[src/rate_setup_pkg.sv]
// Notes on behaviour
// - only 125k, 250k, 500k and 1M CAN bit rates are ever selected
// - stored setup table holds the power-on rate and an apply-rate flag
// - valid table with apply flag set starts CAN at the table rate
// - table rate may be firmware-default code, which means 500k
// - valid table without apply flag uses the last rate set by table or master, or 500k when none was ever set
// - invalid table uses the last set rate when one was ever set
// - invalid table and nothing ever set starts at 500k
// - image is text blocks split by one empty line ending the block
// - block starts with address line; first value goes to that address, each later one to the next address up
// - addresses and data are hex of at most four digits; longer rejected
// - one value per line; short values zero-extended on the left
// - master may set node id and bit timing through layer settings
package rate_setup_pkg;
   // =====================================================
   // rate codes
   typedef enum logic [2:0] {
      RATE_125K = 3'h0,
      RATE_250K = 3'h1,
      RATE_500K = 3'h2,
      RATE_1M = 3'h3,
      RATE_FW_DEFAULT = 3'h4
   } rate_t;
   localparam rate_t DEFAULT_RATE = RATE_500K;
   localparam logic [3:0] MAX_DIGITS = 4'h4;
   localparam logic [7:0] CHAR_LF = 8'h0a;
   localparam logic [7:0] CHAR_CR = 8'h0d;
   // =====================================================
   // memory write word carried through the fifo
   typedef struct packed {
      logic [15:0] addr;
      logic [15:0] data;
   } nv_write_t;
   localparam int NV_WRITE_W = 32;
   typedef enum logic [1:0] {
      LD_ADDR = 2'h0,
      LD_DATA = 2'h1,
      LD_SKIP = 2'h3
   } load_state_t;
endpackage : rate_setup_pkg

[src/can_rate_setup_loader.sv]
`timescale 1ns/1ps
// =====================================================
// fifo
module word_fifo #(
   parameter int WIDTH = 32,
   parameter int DEPTH = 8
) (
   input wire logic clk,
   input wire logic srst,
   input wire logic [WIDTH-1:0] in_data,
   input wire logic in_valid,
   output logic in_ready,
   output logic [WIDTH-1:0] out_data,
   output logic out_valid,
   input wire logic out_ready
);
   localparam int AW = $clog2(DEPTH);
   if (DEPTH < 2 || (1 << AW) != DEPTH) begin : g_bad_depth
      $error("depth must be power of 2");
   end
   logic [WIDTH-1:0] mem [DEPTH];
   logic [AW:0] wp;
   logic [AW:0] rp;
   wire push = in_valid && in_ready;
   wire pop = out_valid && out_ready;
   // ready is registered from the next fill, so the text side sees a flop
   // and not a path through the pointer arithmetic
   wire [AW:0] next_wp = wp + (AW+1)'(push);
   wire [AW:0] next_rp = rp + (AW+1)'(pop);
   assign out_valid = wp != rp;
   assign out_data = mem[rp[AW-1:0]];
   always_ff @(posedge clk) begin
      if (push) mem[wp[AW-1:0]] <= in_data;
   end
   always_ff @(posedge clk) begin
      if (srst) begin
         wp <= '0;
         rp <= '0;
         in_ready <= 1'b1;
      end else begin
         wp <= next_wp;
         rp <= next_rp;
         in_ready <= (next_wp - next_rp) != (AW+1)'(DEPTH);
      end
   end
   chk_fifo_no_over: assert property (@(posedge clk) disable iff (srst)
      (wp - rp) <= (AW+1)'(DEPTH)) else $error("fifo overfilled");
   chk_fifo_ready: assert property (@(posedge clk) disable iff (srst)
      in_ready == ((wp - rp) != (AW+1)'(DEPTH)))
      else $error("ready out of step with fill");
endmodule : word_fifo

// =====================================================
// top
module can_rate_setup_loader #(
   parameter int FIFO_DEPTH = 8
) (
   input wire logic clk,
   input wire logic srst,
   // power-on rate choice inputs
   input wire logic boot_start,
   input wire logic table_valid,
   input wire logic table_apply,
   input wire rate_setup_pkg::rate_t table_rate,
   input wire logic nv_last_set,
   input wire rate_setup_pkg::rate_t nv_last_rate,
   // layer-setting service from the network master
   input wire logic lss_valid,
   input wire rate_setup_pkg::rate_t lss_rate,
   input wire logic [6:0] lss_node_id,
   output rate_setup_pkg::rate_t can_rate,
   output logic can_rate_valid,
   output logic [6:0] node_id,
   output logic last_set,
   output rate_setup_pkg::rate_t last_rate,
   output logic last_store,
   // setup image text stream
   input wire logic [7:0] img_char,
   input wire logic img_valid,
   output logic img_ready,
   output logic img_error,
   // memory writes
   output logic [15:0] nv_addr,
   output logic [15:0] nv_data,
   output logic nv_valid,
   input wire logic nv_ready
);
   // =====================================================
   // rate choice
   function automatic rate_setup_pkg::rate_t legal(rate_setup_pkg::rate_t r);
      legal = (r > rate_setup_pkg::RATE_1M) ? rate_setup_pkg::DEFAULT_RATE
                                            : r;
   endfunction : legal
   wire rate_setup_pkg::rate_t boot_choice =
      (table_valid && table_apply) ? legal(table_rate) :
      nv_last_set ? legal(nv_last_rate) :
      rate_setup_pkg::DEFAULT_RATE;
   wire boot_store = table_valid && table_apply;
   always_ff @(posedge clk) begin
      if (srst) begin
         can_rate <= rate_setup_pkg::DEFAULT_RATE;
         can_rate_valid <= 1'b0;
         node_id <= 7'h00;
         last_set <= 1'b0;
         last_rate <= rate_setup_pkg::DEFAULT_RATE;
         last_store <= 1'b0;
      end else begin
         last_store <= 1'b0;
         if (lss_valid) begin
            can_rate <= legal(lss_rate);
            node_id <= lss_node_id;
            can_rate_valid <= 1'b1;
            last_set <= 1'b1;
            last_rate <= legal(lss_rate);
            last_store <= 1'b1;
         end else if (boot_start) begin
            can_rate <= boot_choice;
            can_rate_valid <= 1'b1;
            last_set <= boot_store || nv_last_set;
            last_rate <= boot_store ? legal(table_rate) : legal(nv_last_rate);
            last_store <= boot_store;
         end
      end
   end
   chk_rate_apply: assert property (@(posedge clk) disable iff (srst)
      boot_start && !lss_valid && table_valid && table_apply
      && table_rate <= rate_setup_pkg::RATE_1M |=> can_rate == $past(table_rate))
      else $error("table rate not applied");
   chk_fw_default: assert property (@(posedge clk) disable iff (srst)
      boot_start && !lss_valid && table_valid && table_apply
      && table_rate == rate_setup_pkg::RATE_FW_DEFAULT
      |=> can_rate == rate_setup_pkg::RATE_500K)
      else $error("firmware default not 500k");
   chk_rate_default: assert property (@(posedge clk) disable iff (srst)
      boot_start && !lss_valid && !table_valid && !nv_last_set
      |=> can_rate == rate_setup_pkg::RATE_500K)
      else $error("default rate missing");
   chk_rate_fallback: assert property (@(posedge clk)
      disable iff (srst)
      boot_start && !lss_valid && !(table_valid && table_apply) && nv_last_set
      && nv_last_rate <= rate_setup_pkg::RATE_1M
      |=> can_rate == $past(nv_last_rate))
      else $error("last rate not used");
   chk_rate_legal: assert property (@(posedge clk) disable iff (srst)
      can_rate <= rate_setup_pkg::RATE_1M) else $error("bad rate");
   chk_lss_take: assert property (@(posedge clk) disable iff (srst)
      lss_valid |=> node_id == $past(lss_node_id) && last_set && last_store)
      else $error("lss not taken");

   // =====================================================
   // image parser
   rate_setup_pkg::load_state_t st;
   logic [15:0] acc;
   logic [3:0] digits;
   logic [15:0] addr;
   logic line_has;
   logic fifo_in_ready;
   wire is_nl = img_char == rate_setup_pkg::CHAR_LF;
   wire is_cr = img_char == rate_setup_pkg::CHAR_CR;
   wire is_09 = img_char >= 8'h30 && img_char <= 8'h39;
   wire is_af = img_char >= 8'h61 && img_char <= 8'h66;
   wire is_uaf = img_char >= 8'h41 && img_char <= 8'h46;
   wire is_hex = is_09 || is_af || is_uaf;
   wire [3:0] nib = is_09 ? img_char[3:0] : 4'(img_char[3:0] + 4'h9);
   // a stalled fifo holds the character, so a data line never drops
   wire take = img_valid && img_ready;
   wire data_end = take && is_nl && line_has && st == rate_setup_pkg::LD_DATA;
   wire rate_setup_pkg::nv_write_t wr = '{addr: addr, data: acc};
   wire rate_setup_pkg::nv_write_t rd;
   logic fifo_out_valid;
   assign img_ready = fifo_in_ready;
   always_ff @(posedge clk) begin
      if (srst) begin
         st <= rate_setup_pkg::LD_ADDR;
         acc <= 16'h0000;
         digits <= 4'h0;
         addr <= 16'h0000;
         line_has <= 1'b0;
         img_error <= 1'b0;
      end else if (take) begin
         if (is_nl) begin
            acc <= 16'h0000;
            digits <= 4'h0;
            line_has <= 1'b0;
            if (!line_has) begin
               st <= rate_setup_pkg::LD_ADDR;
            end else if (st == rate_setup_pkg::LD_ADDR) begin
               addr <= acc;
               st <= rate_setup_pkg::LD_DATA;
            end else if (st == rate_setup_pkg::LD_DATA) begin
               addr <= addr + 16'h0001;
            end
         end else if (st == rate_setup_pkg::LD_SKIP) begin
            // text in a skipped line keeps it non-blank, so only a true
            // blank line ends the skip and resyncs on an address
            line_has <= line_has || !is_cr;
         end else if (is_hex) begin
            if (digits == rate_setup_pkg::MAX_DIGITS) begin
               img_error <= 1'b1;
               st <= rate_setup_pkg::LD_SKIP;
               line_has <= 1'b1;
            end else begin
               acc <= {acc[11:0], nib};
               digits <= digits + 4'h1;
               line_has <= 1'b1;
            end
         end else if (!is_cr) begin
            img_error <= 1'b1;
            st <= rate_setup_pkg::LD_SKIP;
            line_has <= 1'b1;
         end
      end
   end
   chk_long_reject: assert property (@(posedge clk) disable iff (srst)
      take && is_hex && digits == rate_setup_pkg::MAX_DIGITS
      && st != rate_setup_pkg::LD_SKIP
      |=> img_error && st == rate_setup_pkg::LD_SKIP)
      else $error("long value accepted");
   chk_addr_step: assert property (@(posedge clk) disable iff (srst)
      data_end |=> addr == $past(addr) + 16'h0001)
      else $error("address not stepped");
   chk_blank_ends: assert property (@(posedge clk) disable iff (srst)
      take && is_nl && !line_has |=> st == rate_setup_pkg::LD_ADDR)
      else $error("block not ended");
   chk_skip_holds: assert property (@(posedge clk) disable iff (srst)
      take && is_nl && line_has && st == rate_setup_pkg::LD_SKIP
      |=> st == rate_setup_pkg::LD_SKIP)
      else $error("skip ended early");

   word_fifo #(.WIDTH(rate_setup_pkg::NV_WRITE_W), .DEPTH(FIFO_DEPTH)) fifo (
      .clk(clk),
      .srst(srst),
      .in_data(wr),
      .in_valid(data_end),
      .in_ready(fifo_in_ready),
      .out_data(rd),
      .out_valid(fifo_out_valid),
      .out_ready(!nv_valid || nv_ready)
   );
   // output stage register so the memory port comes from flip-flops
   always_ff @(posedge clk) begin
      if (srst) begin
         nv_valid <= 1'b0;
         nv_addr <= 16'h0000;
         nv_data <= 16'h0000;
      end else if (!nv_valid || nv_ready) begin
         nv_valid <= fifo_out_valid;
         nv_addr <= rd.addr;
         nv_data <= rd.data;
      end
   end
endmodule : can_rate_setup_loader

[config.mk]
export PLATFORM = sky130hd
export DESIGN_NAME = can_rate_setup_loader
export DESIGN_NICKNAME = d
export VERILOG_FILES = /design/src/rate_setup_pkg.sv /design/src/can_rate_setup_loader.sv
export SDC_FILE = /design/constraint.sdc
export NUM_CORES = 1
export LEC_CHECK = 0
export BUFFER_PORTS_ARGS = -buffer_cell sky130_fd_sc_hd__buf_2
export CAP_MARGIN = 40
export CORE_ASPECT_RATIO = 1.1
export CORE_MARGIN = 1
export CORE_UTILIZATION = 36
export DETAILED_ROUTE_END_ITERATION = 16
export HOLD_SLACK_MARGIN = 0.08
export SLEW_MARGIN = 20
export SYNTH_ARGS = -nofsm -noshare
export SYNTH_HDL_FRONTEND = slang
export SYNTH_SLANG_ARGS = --single-unit
[constraint.sdc]
create_clock -name clk -period 5.9 [get_ports clk]
set_clock_uncertainty 0.2 [all_clocks]
set_input_delay 1.475 -clock clk [delete_from_list [all_inputs] [get_ports clk]]
set_output_delay 1.475 -clock clk [all_outputs]
set_load 0.02 [all_outputs]
== Word-level counts from Yosys, hierarchy flattened ==
Memory sizes are Yosys's and may differ from the RTL's. A register that Yosys moved wholly into a read port is not among the register bits.
Index checks and enable logic that the tools add are counted.
Word-level totals
  flip-flop bits (word level): 66
  latch bits: 0
  memory bits (writable): 256
  bits in read-only memories: 0
  bits of input ports: 33
  output and inout port bits: 51
  word-level logic and storage cells: 117
  memories kept: 1
Memory list
  fifo.mem: depth 8, bits a word 32, read ports 1, clocked after memory_dff 1, write ports 1, RTL line can_rate_setup_loader.sv:21  | logic [WIDTH-1:0] mem [DEPTH];
Operators by class
  $add $sub $neg: 6
  multiply operators: 0
  div/mod/pow operators: 0
  order comparisons: 9
  equality and inequality tests: 15
  shifts and indexed selects: 0
  multiplexer cells: 42
  bitwise operators: 2
  reductions and logical operators: 26
Operators by type and width (number)
  2-to-1 mux 16 bit: 6
  2-to-1 mux 3 bit: 10
  2-to-1 mux 4 bit: 5
  adder 16 x 1 -> 16 bit (second input constant): 1
  == test 8 x 4 -> 1 bit (second input constant): 2
  greater-or-equal comparator 8 x 7 -> 1 bit (second input constant): 2
  less-or-equal comparator 8 x 7 -> 1 bit (second input constant): 2
  2-to-1 mux 1 bit: 14
  2-to-1 mux 2 bit: 7
  logical AND 1 bit: 10
  AND reduction 5 bit: 2
  > comparator 3 x 2 -> 1 bit (second input constant): 3
  inequality test 3 x 2 -> 1 bit (second input constant): 3
  adder 4 x 1 -> 4 bit: 2
  greater-or-equal comparator 8 x 6 -> 1 bit (second input constant): 1
  less-or-equal comparator 8 x 6 -> 1 bit (second input constant): 1
  AND reduction 4 bit: 2
  nonzero test 2 bit: 3
  logical OR 1 bit: 5
  adder 4 x 1 -> 4 bit (second input constant): 1
  adder 4 bit (second input constant): 1
  == test 4 x 3 -> 1 bit (second input constant): 1
  inequality test 2 x 1 -> 1 bit (second input constant): 2
  inequality test 2 bit (second input constant): 2
  other kinds (10): 12

== Logic depth before layout (Yosys ltp) ==
Gate-level depths: netlist of the first run.
  depth in word-level cells: 8
  mapped depth: 13
  mapped depth without buffers: 13

== Cells and area by module ==
Synthesis of the first run repeated with hierarchy kept, for this count alone.
Unflattened totals
  cell total of the unflattened synthesis: 903
  area total of the unflattened synthesis: 14207.4 sq um
Modules (own cells, without submodules)
  word_fifo: times used 1, cells an instance 434, area each 10257.3 sq um, sequential area each 7867.5 sq um
  can_rate_setup_loader: times used 1, cells an instance 469, area each 3950.0 sq um, sequential area each 1781.7 sq um

== Worst setup path before layout of the first run ==
OpenSTA, ideal clock, no wires.
  path kind: input -> register
  start: in img_char[0]
  end: mem fifo.mem[0][0] (enable)
  setup time: 0.461 ns
  data arrival time: 4.666 ns
  required time: 5.239 ns
  path slack: 0.573 ns
  cell stages on the path: 6
  buffers on the path: 0
  cell sequence: inv_1 > ha_1 > and3b_1 > nand4_1 > or3_1 > nor3_1
Between the ends
  longest elaborated chain between the ends: 7
Ends and longest elaborated chain
  start, declared: RTL line can_rate_setup_loader.sv:78  | input wire logic [7:0] img_char,
  == test 8 x 4 -> 1 bit: RTL line can_rate_setup_loader.sv:158  | wire is_nl = img_char == rate_setup_pkg::CHAR_LF;
  logical AND 1 bit (3 in series): RTL line can_rate_setup_loader.sv:167  | wire data_end = take && is_nl && line_has && st == rate_setup_pkg::LD_DATA;
  logical AND 1 bit: RTL line can_rate_setup_loader.sv:24  | wire push = in_valid && in_ready;
  2-to-1 mux 1 bit: RTL line can_rate_setup_loader.sv:33  | if (push) mem[wp[AW-1:0]] <= in_data;
  2-to-1 mux 1 bit (not written as such): RTL line can_rate_setup_loader.sv:33
  end, declared: RTL line can_rate_setup_loader.sv:21
Every way passes these cells.

== Worst setup path after layout of the first run ==
  start: in img_char[0]
  end: reg fifo.in_ready
Between the ends
  longest elaborated chain between the ends: 8
Ends and longest elaborated chain
  == test 8 x 4 -> 1 bit: RTL line can_rate_setup_loader.sv:158
  logical AND 1 bit (3 in series): RTL line can_rate_setup_loader.sv:167
  logical AND 1 bit: RTL line can_rate_setup_loader.sv:24
  adder 4 x 1 -> 4 bit: RTL line can_rate_setup_loader.sv:28  | wire [AW:0] next_wp = wp + (AW+1)'(push);
  via fifo.next_wp[1]: RTL line can_rate_setup_loader.sv:28
  subtractor 4 bit: RTL line can_rate_setup_loader.sv:43  | in_ready <= (next_wp - next_rp) != (AW+1)'(DEPTH);
  inequality test 4 bit: RTL line can_rate_setup_loader.sv:43
  end signal, assigned: RTL line can_rate_setup_loader.sv:43
  end, declared: RTL line can_rate_setup_loader.sv:12  | output logic in_ready,
The timed path passes the listed nets, and every way through them passes these cells.
A chain may end at the register's enable or synchronous reset.

==> out/metrics.csv, run 1 <==
metric,value,unit
Worst Max-Slew Pin Slew,0.869,ns
list of most frequent post-synthesis cells,"256 x edfxtp_1, 98 x dfxtp_1, 75 x a21oi_1, 73 x mux2i_1, 73 x nor2_1",
Yosys reg bits,354,
worst IR drop on VDD,0.000187,V
GRT Overall Usage,15.8,%
Clock Sink Count,354,
Post-DP Area,0.0155,mm^2
ys async rst share,0,%
# port buffers,83,
largest cells by area after synthesis,"edfxtp_1 53%, dfxtp_1 14%, mux2i_1 5.1%, mux2_2 5.0%, a21oi_1 2.6%",
"Max FO, Critical Path",15,
H-Tree Depth,2,
share of layout cells above drive strength 1,20.4,%
PostCTS Resize Cnt,0,
Reg2Reg Launch Point,fifo.rp[1]$_SDFF_PP0_,
"Clk Latency, worst-skew pair",0.53,ns
Hold Path End,last_rate[1]$_SDFFE_PP1P_,
vias in the first global route,9035,
synth warn,0,
failing checks,DRC,
FMAX,0.256,GHz
critical path type,input pin to register,
Final Cycle Share,66.3,%
row cnt,76,
vias per cell,5.26,
CTS tree,done,
minimum clock period,3.91,ns
hold path depth,2,
ant diodes,0,
post-synthesis instance area,0.0144,mm^2
endpoints failing hold,0,
Pleak,5.52,nW
antenna-violating nets left,0,
nets@finish,1188,
Register-to-Register Path Depth,12,
PD cells,359,mW/mm^2
top cell type by total area after synthesis,edfxtp_1,
Layout area overhead,15.3,%
Post-CTS Setup Bufs,0,
Hold Startpoint,last_rate[1]$_SDFFE_PP1P_,
detailed-route DRC error count,4,
drt wl/cell,18.9,um
Initial DRT Pass Iterations,10,
type of origin of the critical path,input pin,
Setup TNS Final,0,ns
Die ar.,0.0408,mm^2
"Avg Cell Area, Syn",13.6,um^2
"Reg clk slew, reported paths",0.06,ns
fin area,0.0166,mm^2
Core Area,0.0393,mm^2
nature of the critical path endpoint,register,
height of the die,212,um
initial antenna violation count,0,
Critical Path RT,6.10,ns
post-detail-place hpwl,19.4,mm
area share of the largest cell type after synthesis,53.4,%
"Data arrival, critical path",4.11,ns
flop-to-flop setup slack,2.43,ns
Synth Net Count,1110,
Placer Congestion,0.772,
grt total ovfl,0,
Final Setup Violations,0,
Longest Clk Path Bufs,3,
Worst Hold Class,register to register,
Slew Limit Fails,0,
normalized max-slew margin,42.0,%
Initial DRC Count,590,
Max Cap Viol,0,
vias,8815,
RSZ-0062 raised after global routing,no,
outcome,"finished, violations left",
largest net degree at the start of global routing,70,
CTS Buf Count,36,
Filler Cell Count,3578,
register area share after synthesis,67.0,%
worst r2r dst,fifo.in_ready$_SDFF_PP1_,
worst slack at placement,1.47,ns
final worst setup slack,1.99,ns
Netlist cell types,57,
Cells after Synth,1063,
clock root cell,clkbuf_16,
"count leader, synth",edfxtp_1,
hold slack,0.249,ns
top-level I/O count,84,
Post-Route WL,31.7,mm
hold_buf cts,0,
most common flop cell mapped by yosys,edfxtp_1,
first-pass GRT wire length,50.1,mm
Die X,193,um
initial core utilization,36.7,%
Post-synth EDFFs,256,
[where the power goes]
part	internal, mW	switching [mW]
Clock	1.20	0.921
Sequential	2.72	0.0470
Combinational	0.506	0.569
[layout make-up]
cell class / count / area (um^2) / share of cell area [%]
clock buffer: 46 / 960 / 5.78
sequential: 354 / 9660 / 58.1
clock inverter: 19 / 123 / 0.738
tap: 507 / 634 / 3.82
multi-input combinational: 628 / 4490 / 27.0
inverter: 15 / 56.3 / 0.339
timing repair buffer: 106 / 696 / 4.19
[cells by family after synthesis]
logic type	synth area share (%)
flops	67.0
compound gates	11.8
xor+xnor	0.669
mux	10.1
buf+inv	2.25
simple gates	7.05
fa+ha+maj	1.22
[worst max-delay path, stage by stage]
cell and delay, ns:
buf_2 0.13, inv_1 0.08, ha_1 0.17, and3b_1 0.21
nand4_1 0.13, buf_4 0.22, nor2_1 0.15, ha_1 0.19
ha_1 0.24, ha_1 0.31, nand4b_1 0.11, or3b_2 0.47
a21oi_1 0.17, a21oi_1 0.05
[cells in the final DEF, fill, tap and decap left out, drive strengths merged, types with 5 or more instances in the layout]
cell type,netlist,routed
a211oi,41,41
a21boi,34,34
a21oi,76,76
a221oi,34,34
buf,21,106
clkbuf,45,46
clkinv,0,14
dfxtp,98,98
edfxtp,256,256
ha,14,14
inv,15,18
mux2,64,64
mux2i,73,73
nand2,47,47
nand2b,5,5
nand3,28,28
nor2,73,73
nor2b,7,7
nor3,14,14
nor4,8,8
o21ai,50,50
xor2,7,7
[metrics by stage]
stage / power [mW] / instances / util, %
2_1_floorplan: 3.62 / 1063 / -
4_1_cts: 6.02 / 1675 / 42.3
3_3_place_gp: 3.87 / 1605 / 39.2
6_report: 5.96 / 1675 / 42.3
5_1_grt: 6.19 / 1675 / 42.3
3_5_place_dp: 3.91 / 1610 / 39.6
[worst max-delay path by stage]
stage                     cells past startpoint   startpoint  slack, ns                        to
after detailed placement                     14  img_char[0]       1.47  fifo.in_ready$_SDFF_PP1_
after floorplan                               6  img_char[0]       0.57  fifo.mem[0][0]$_DFFE_PP_
final                                        14  img_char[0]       1.99  fifo.in_ready$_SDFF_PP1_
after CTS                                    14  img_char[0]       2.02  fifo.in_ready$_SDFF_PP1_
after global placement                       14  img_char[0]       1.52  fifo.in_ready$_SDFF_PP1_
after global routing                         14  img_char[0]       1.77  fifo.in_ready$_SDFF_PP1_
[flip-flops by register name, indices dropped and copies added (netlist names)]
register        flops
line_has            1
can_rate_valid      1
addr               16
nv_data            16
nv_valid            1
can_rate            3
last_store          1
img_error           1
nv_addr            16
acc                16
node_id             7
st                  2
fifo.mem          256
digits              4
fifo.rp             4
last_rate           3
fifo.wp             4
last_set            1
fifo.in_ready       1
[layer usage]
layer | GRT usage [%] | wire, um
met4 | 5.40 | 758
met2 | 26.9 | 15500
met5 | 0 | 0
met1 | 20.5 | 14100
met3 | 2.40 | 1400
Power figures use the tool's default switching activity.
==> inputs of run 2 (changes only) <==
Clock period 5.9 ns to 3.8 ns, I/O delays scaled along.
==> out/metrics.csv, run 2 (same netlist as run 1, synthesis figures left out) <==
metric,value,unit,change
Slew Limit Fails,0,,unchanged
Worst path depth,13,,-1
worst IR drop on VDD,0.000384,V,+100%
Worst Max-Slew Pin Slew,0.914,ns,+0.0450 ns
Die ar.,0.0408,mm^2,unchanged
met2 Use GR,27.9,%,+0.98 points
GR peak layer,met2,,
worst slack at placement,0.0881,ns,-1.38 ns
vias,8799,,-0.18%
CTS tree,done,,
Placer Congestion,0.801,,+3.8%
flop-to-flop setup slack,0.71,ns,-1.72 ns
drt wl/cell,19.0,um,+0.24%
Final Cycle Share,83.7,%,
Core Area,0.0393,mm^2,unchanged
outcome,"finished, violations left",,
grt total ovfl,0,,unchanged
RSZ-0062 raised after global routing,no,,
Clk pwr share,36.2,%,+0.7 points
final worst setup slack,0.618,ns,-1.37 ns
Register-to-Register Path Depth,11,,-1
switching power total,2.35,mW,+53%
normalized max-slew margin,39.0,%,-3.0 points
nets@finish,1188,,unchanged
detailed-route DRC error count,4,,unchanged
PD cells,556,mW/mm^2,+55%
"commonest non-fill, non-tap cells in the layout","256 x edfxtp_1, 95 x dfxtp_1, 82 x buf_2",,
nature of the critical path endpoint,register,,
"Max FO, Critical Path",3,,-12
vias per cell,5.26,,about the same
most frequent CP cell,ha_1,,
failing checks,DRC,,
Filler Cell Count,3556,,-0.61%
minimum clock period,3.18,ns,
area of the multi-input gates,0.00450,mm^2,+0.28%
critical path type,input pin to register,,
initial core utilization,36.7,%,unchanged
H-Tree Depth,2,,unchanged
Bufs and invs on worst path,2,,-1
dpl cells,1610,,unchanged
Largest register FFs,256,,unchanged
Final Setup Violations,0,,unchanged
largest net degree at the start of global routing,130,,+86%
antenna-violating nets left,0,,unchanged
GRT Overall Usage,15.9,%,+0.051 points
Tot Pwr,9.29,mW,+56%
Power Internal,6.94,mW,+57%
Critical Path RT,4.00,ns,-2.10 ns
top-level I/O count,84,,unchanged
Initial DRT Pass Iterations,11,,+1
first-pass GRT wire length,49.6,mm,-0.95%
Sw Share,25.3,%,-0.43 points
met3 usage,2.29,%,-0.12 points
Post-CTS Setup Bufs,0,,unchanged
# port buffers,83,,unchanged
Longest Clk Path Bufs,3,,unchanged
Initial DRC Count,627,,+6.3%
PostCTS Resize Cnt,0,,unchanged
"most common cell after layout, fill and taps aside",edfxtp_1,,
"delay-heaviest family, CP",simple AND/OR/NAND/NOR gates,,
Clock Sink Count,354,,unchanged
Die X,193,um,unchanged
Post-Route WL,31.7,mm,+0.12%
ant diodes,0,,unchanged
initial antenna violation count,0,,unchanged
share of layout cells above drive strength 1,20.8,%,+0.38 points
CTS Buf Count,36,,unchanged
hold path depth,2,,unchanged
register area,0.00966,mm^2,unchanged
Pleak,5.53,nW,+0.31%
FMAX,0.314,GHz,
non-filler instance count after layout,1673,,-0.12%
type of origin of the critical path,input pin,,
vias in the first global route,8847,,-2.1%
clock root cell,clkbuf_16,,
"Clk Latency, worst-skew pair",0.51,ns,-0.02 ns
"Reg clk slew, reported paths",0.06,ns,about the same
"Data arrival, critical path",3.38,ns,-0.73 ns
"Slowest-stage cell, CP",or3b_2,,
post-detail-place hpwl,17.9,mm,-7.9%
GR Util met1,19.9,%,-0.57 points
height of the die,212,um,unchanged
combinational share of power,17.3,%,-0.7 points
share of power burned in registers,46.5,%,about the same
Critical Path Max Stage Delay,0.47,ns,about the same
hold_buf cts,0,,unchanged
row cnt,76,,unchanged
critical-path cell list,buf_2 > inv_1 > ha_1 > and3b_1 > nand4_1 > nor2_1 > ha_1 > ha_1 > ha_1 > nand4b_1 > or3b_2 > a21oi_1 > a21oi_1,,
Max Cap Viol,0,,unchanged
Worst Hold Class,register to register,,
endpoints failing hold,0,,unchanged
Layout area overhead,15.9,%,
Final Util,42.5,%,+0.22 points
## run 2: cell types whose count changed in the layout (fill, tap and decap cells not counted), sizes merged
| cell | previous run | this run |
|---|---|---|
| clkbuf | 46 | 56 |
| clkinv | 14 | 5 |
| bufinv | 1 | 0 |
| clkinvlp | 1 | 0 |
| inv | 18 | 17 |
## run 2: per-layer routing
metal,wire [um],up-vias,part of all wire (%)
met2,16000,186,50
met4,704,0,2.2
met3,1250,48,3.9
li1,-,4237,-
met5,0,-,0
met1,13800,4328,44
## run 2: worst paths after layout
path	start	to
worst max-delay path	img_char[0]	fifo.in_ready$_SDFF_PP1_
worst min-delay path	last_rate[1]$_SDFFE_PP1P_	last_rate[1]$_SDFFE_PP1P_
worst max register to register	fifo.wp[1]$_SDFF_PP0_	fifo.in_ready$_SDFF_PP1_
worst min register to register	last_rate[1]$_SDFFE_PP1P_	last_rate[1]$_SDFFE_PP1P_
## run 2: power by group through the flow
stage / logic (mW) / registers (mW) / clock network, mW
6_report: 1.61 / 4.32 / 3.36
5_1_grt: 1.73 / 4.34 / 3.57
4_1_cts: 1.63 / 4.33 / 3.43
3_5_place_dp: 1.63 / 4.41 / 0
3_3_place_gp: 1.62 / 4.41 / 0
2_1_floorplan: 1.09 / 4.52 / 0
## run 2: area by class of cell
cell class,count,area share (%)
Clock buffer,56,6.45
Timing Repair Buffer,106,4.41
Sequential cell,354,57.8
Clock inverter,7,0.225
Multi-Input combinational cell,628,27.0
Inverter,15,0.337
Tap cell,507,3.80
## run 2: through the flow
stage | hold WS, ns | cell area (um^2) | TNS [ns]
finish | 0.260 | 16700 | 0
floorplan | 0.250 | 14400 | -14.41
CTS | 0.261 | 16700 | 0
global route | 0.278 | 16700 | 0
detailed placement | 0.249 | 15600 | 0
global placement | 0.228 | 15600 | 0
## run 2: worst min-delay path: cells and delay by family (launching register included)
family / cells / cell delay, ns
and+or+nand+nor: 2 / 0.11
DFF: 1 / 0.31
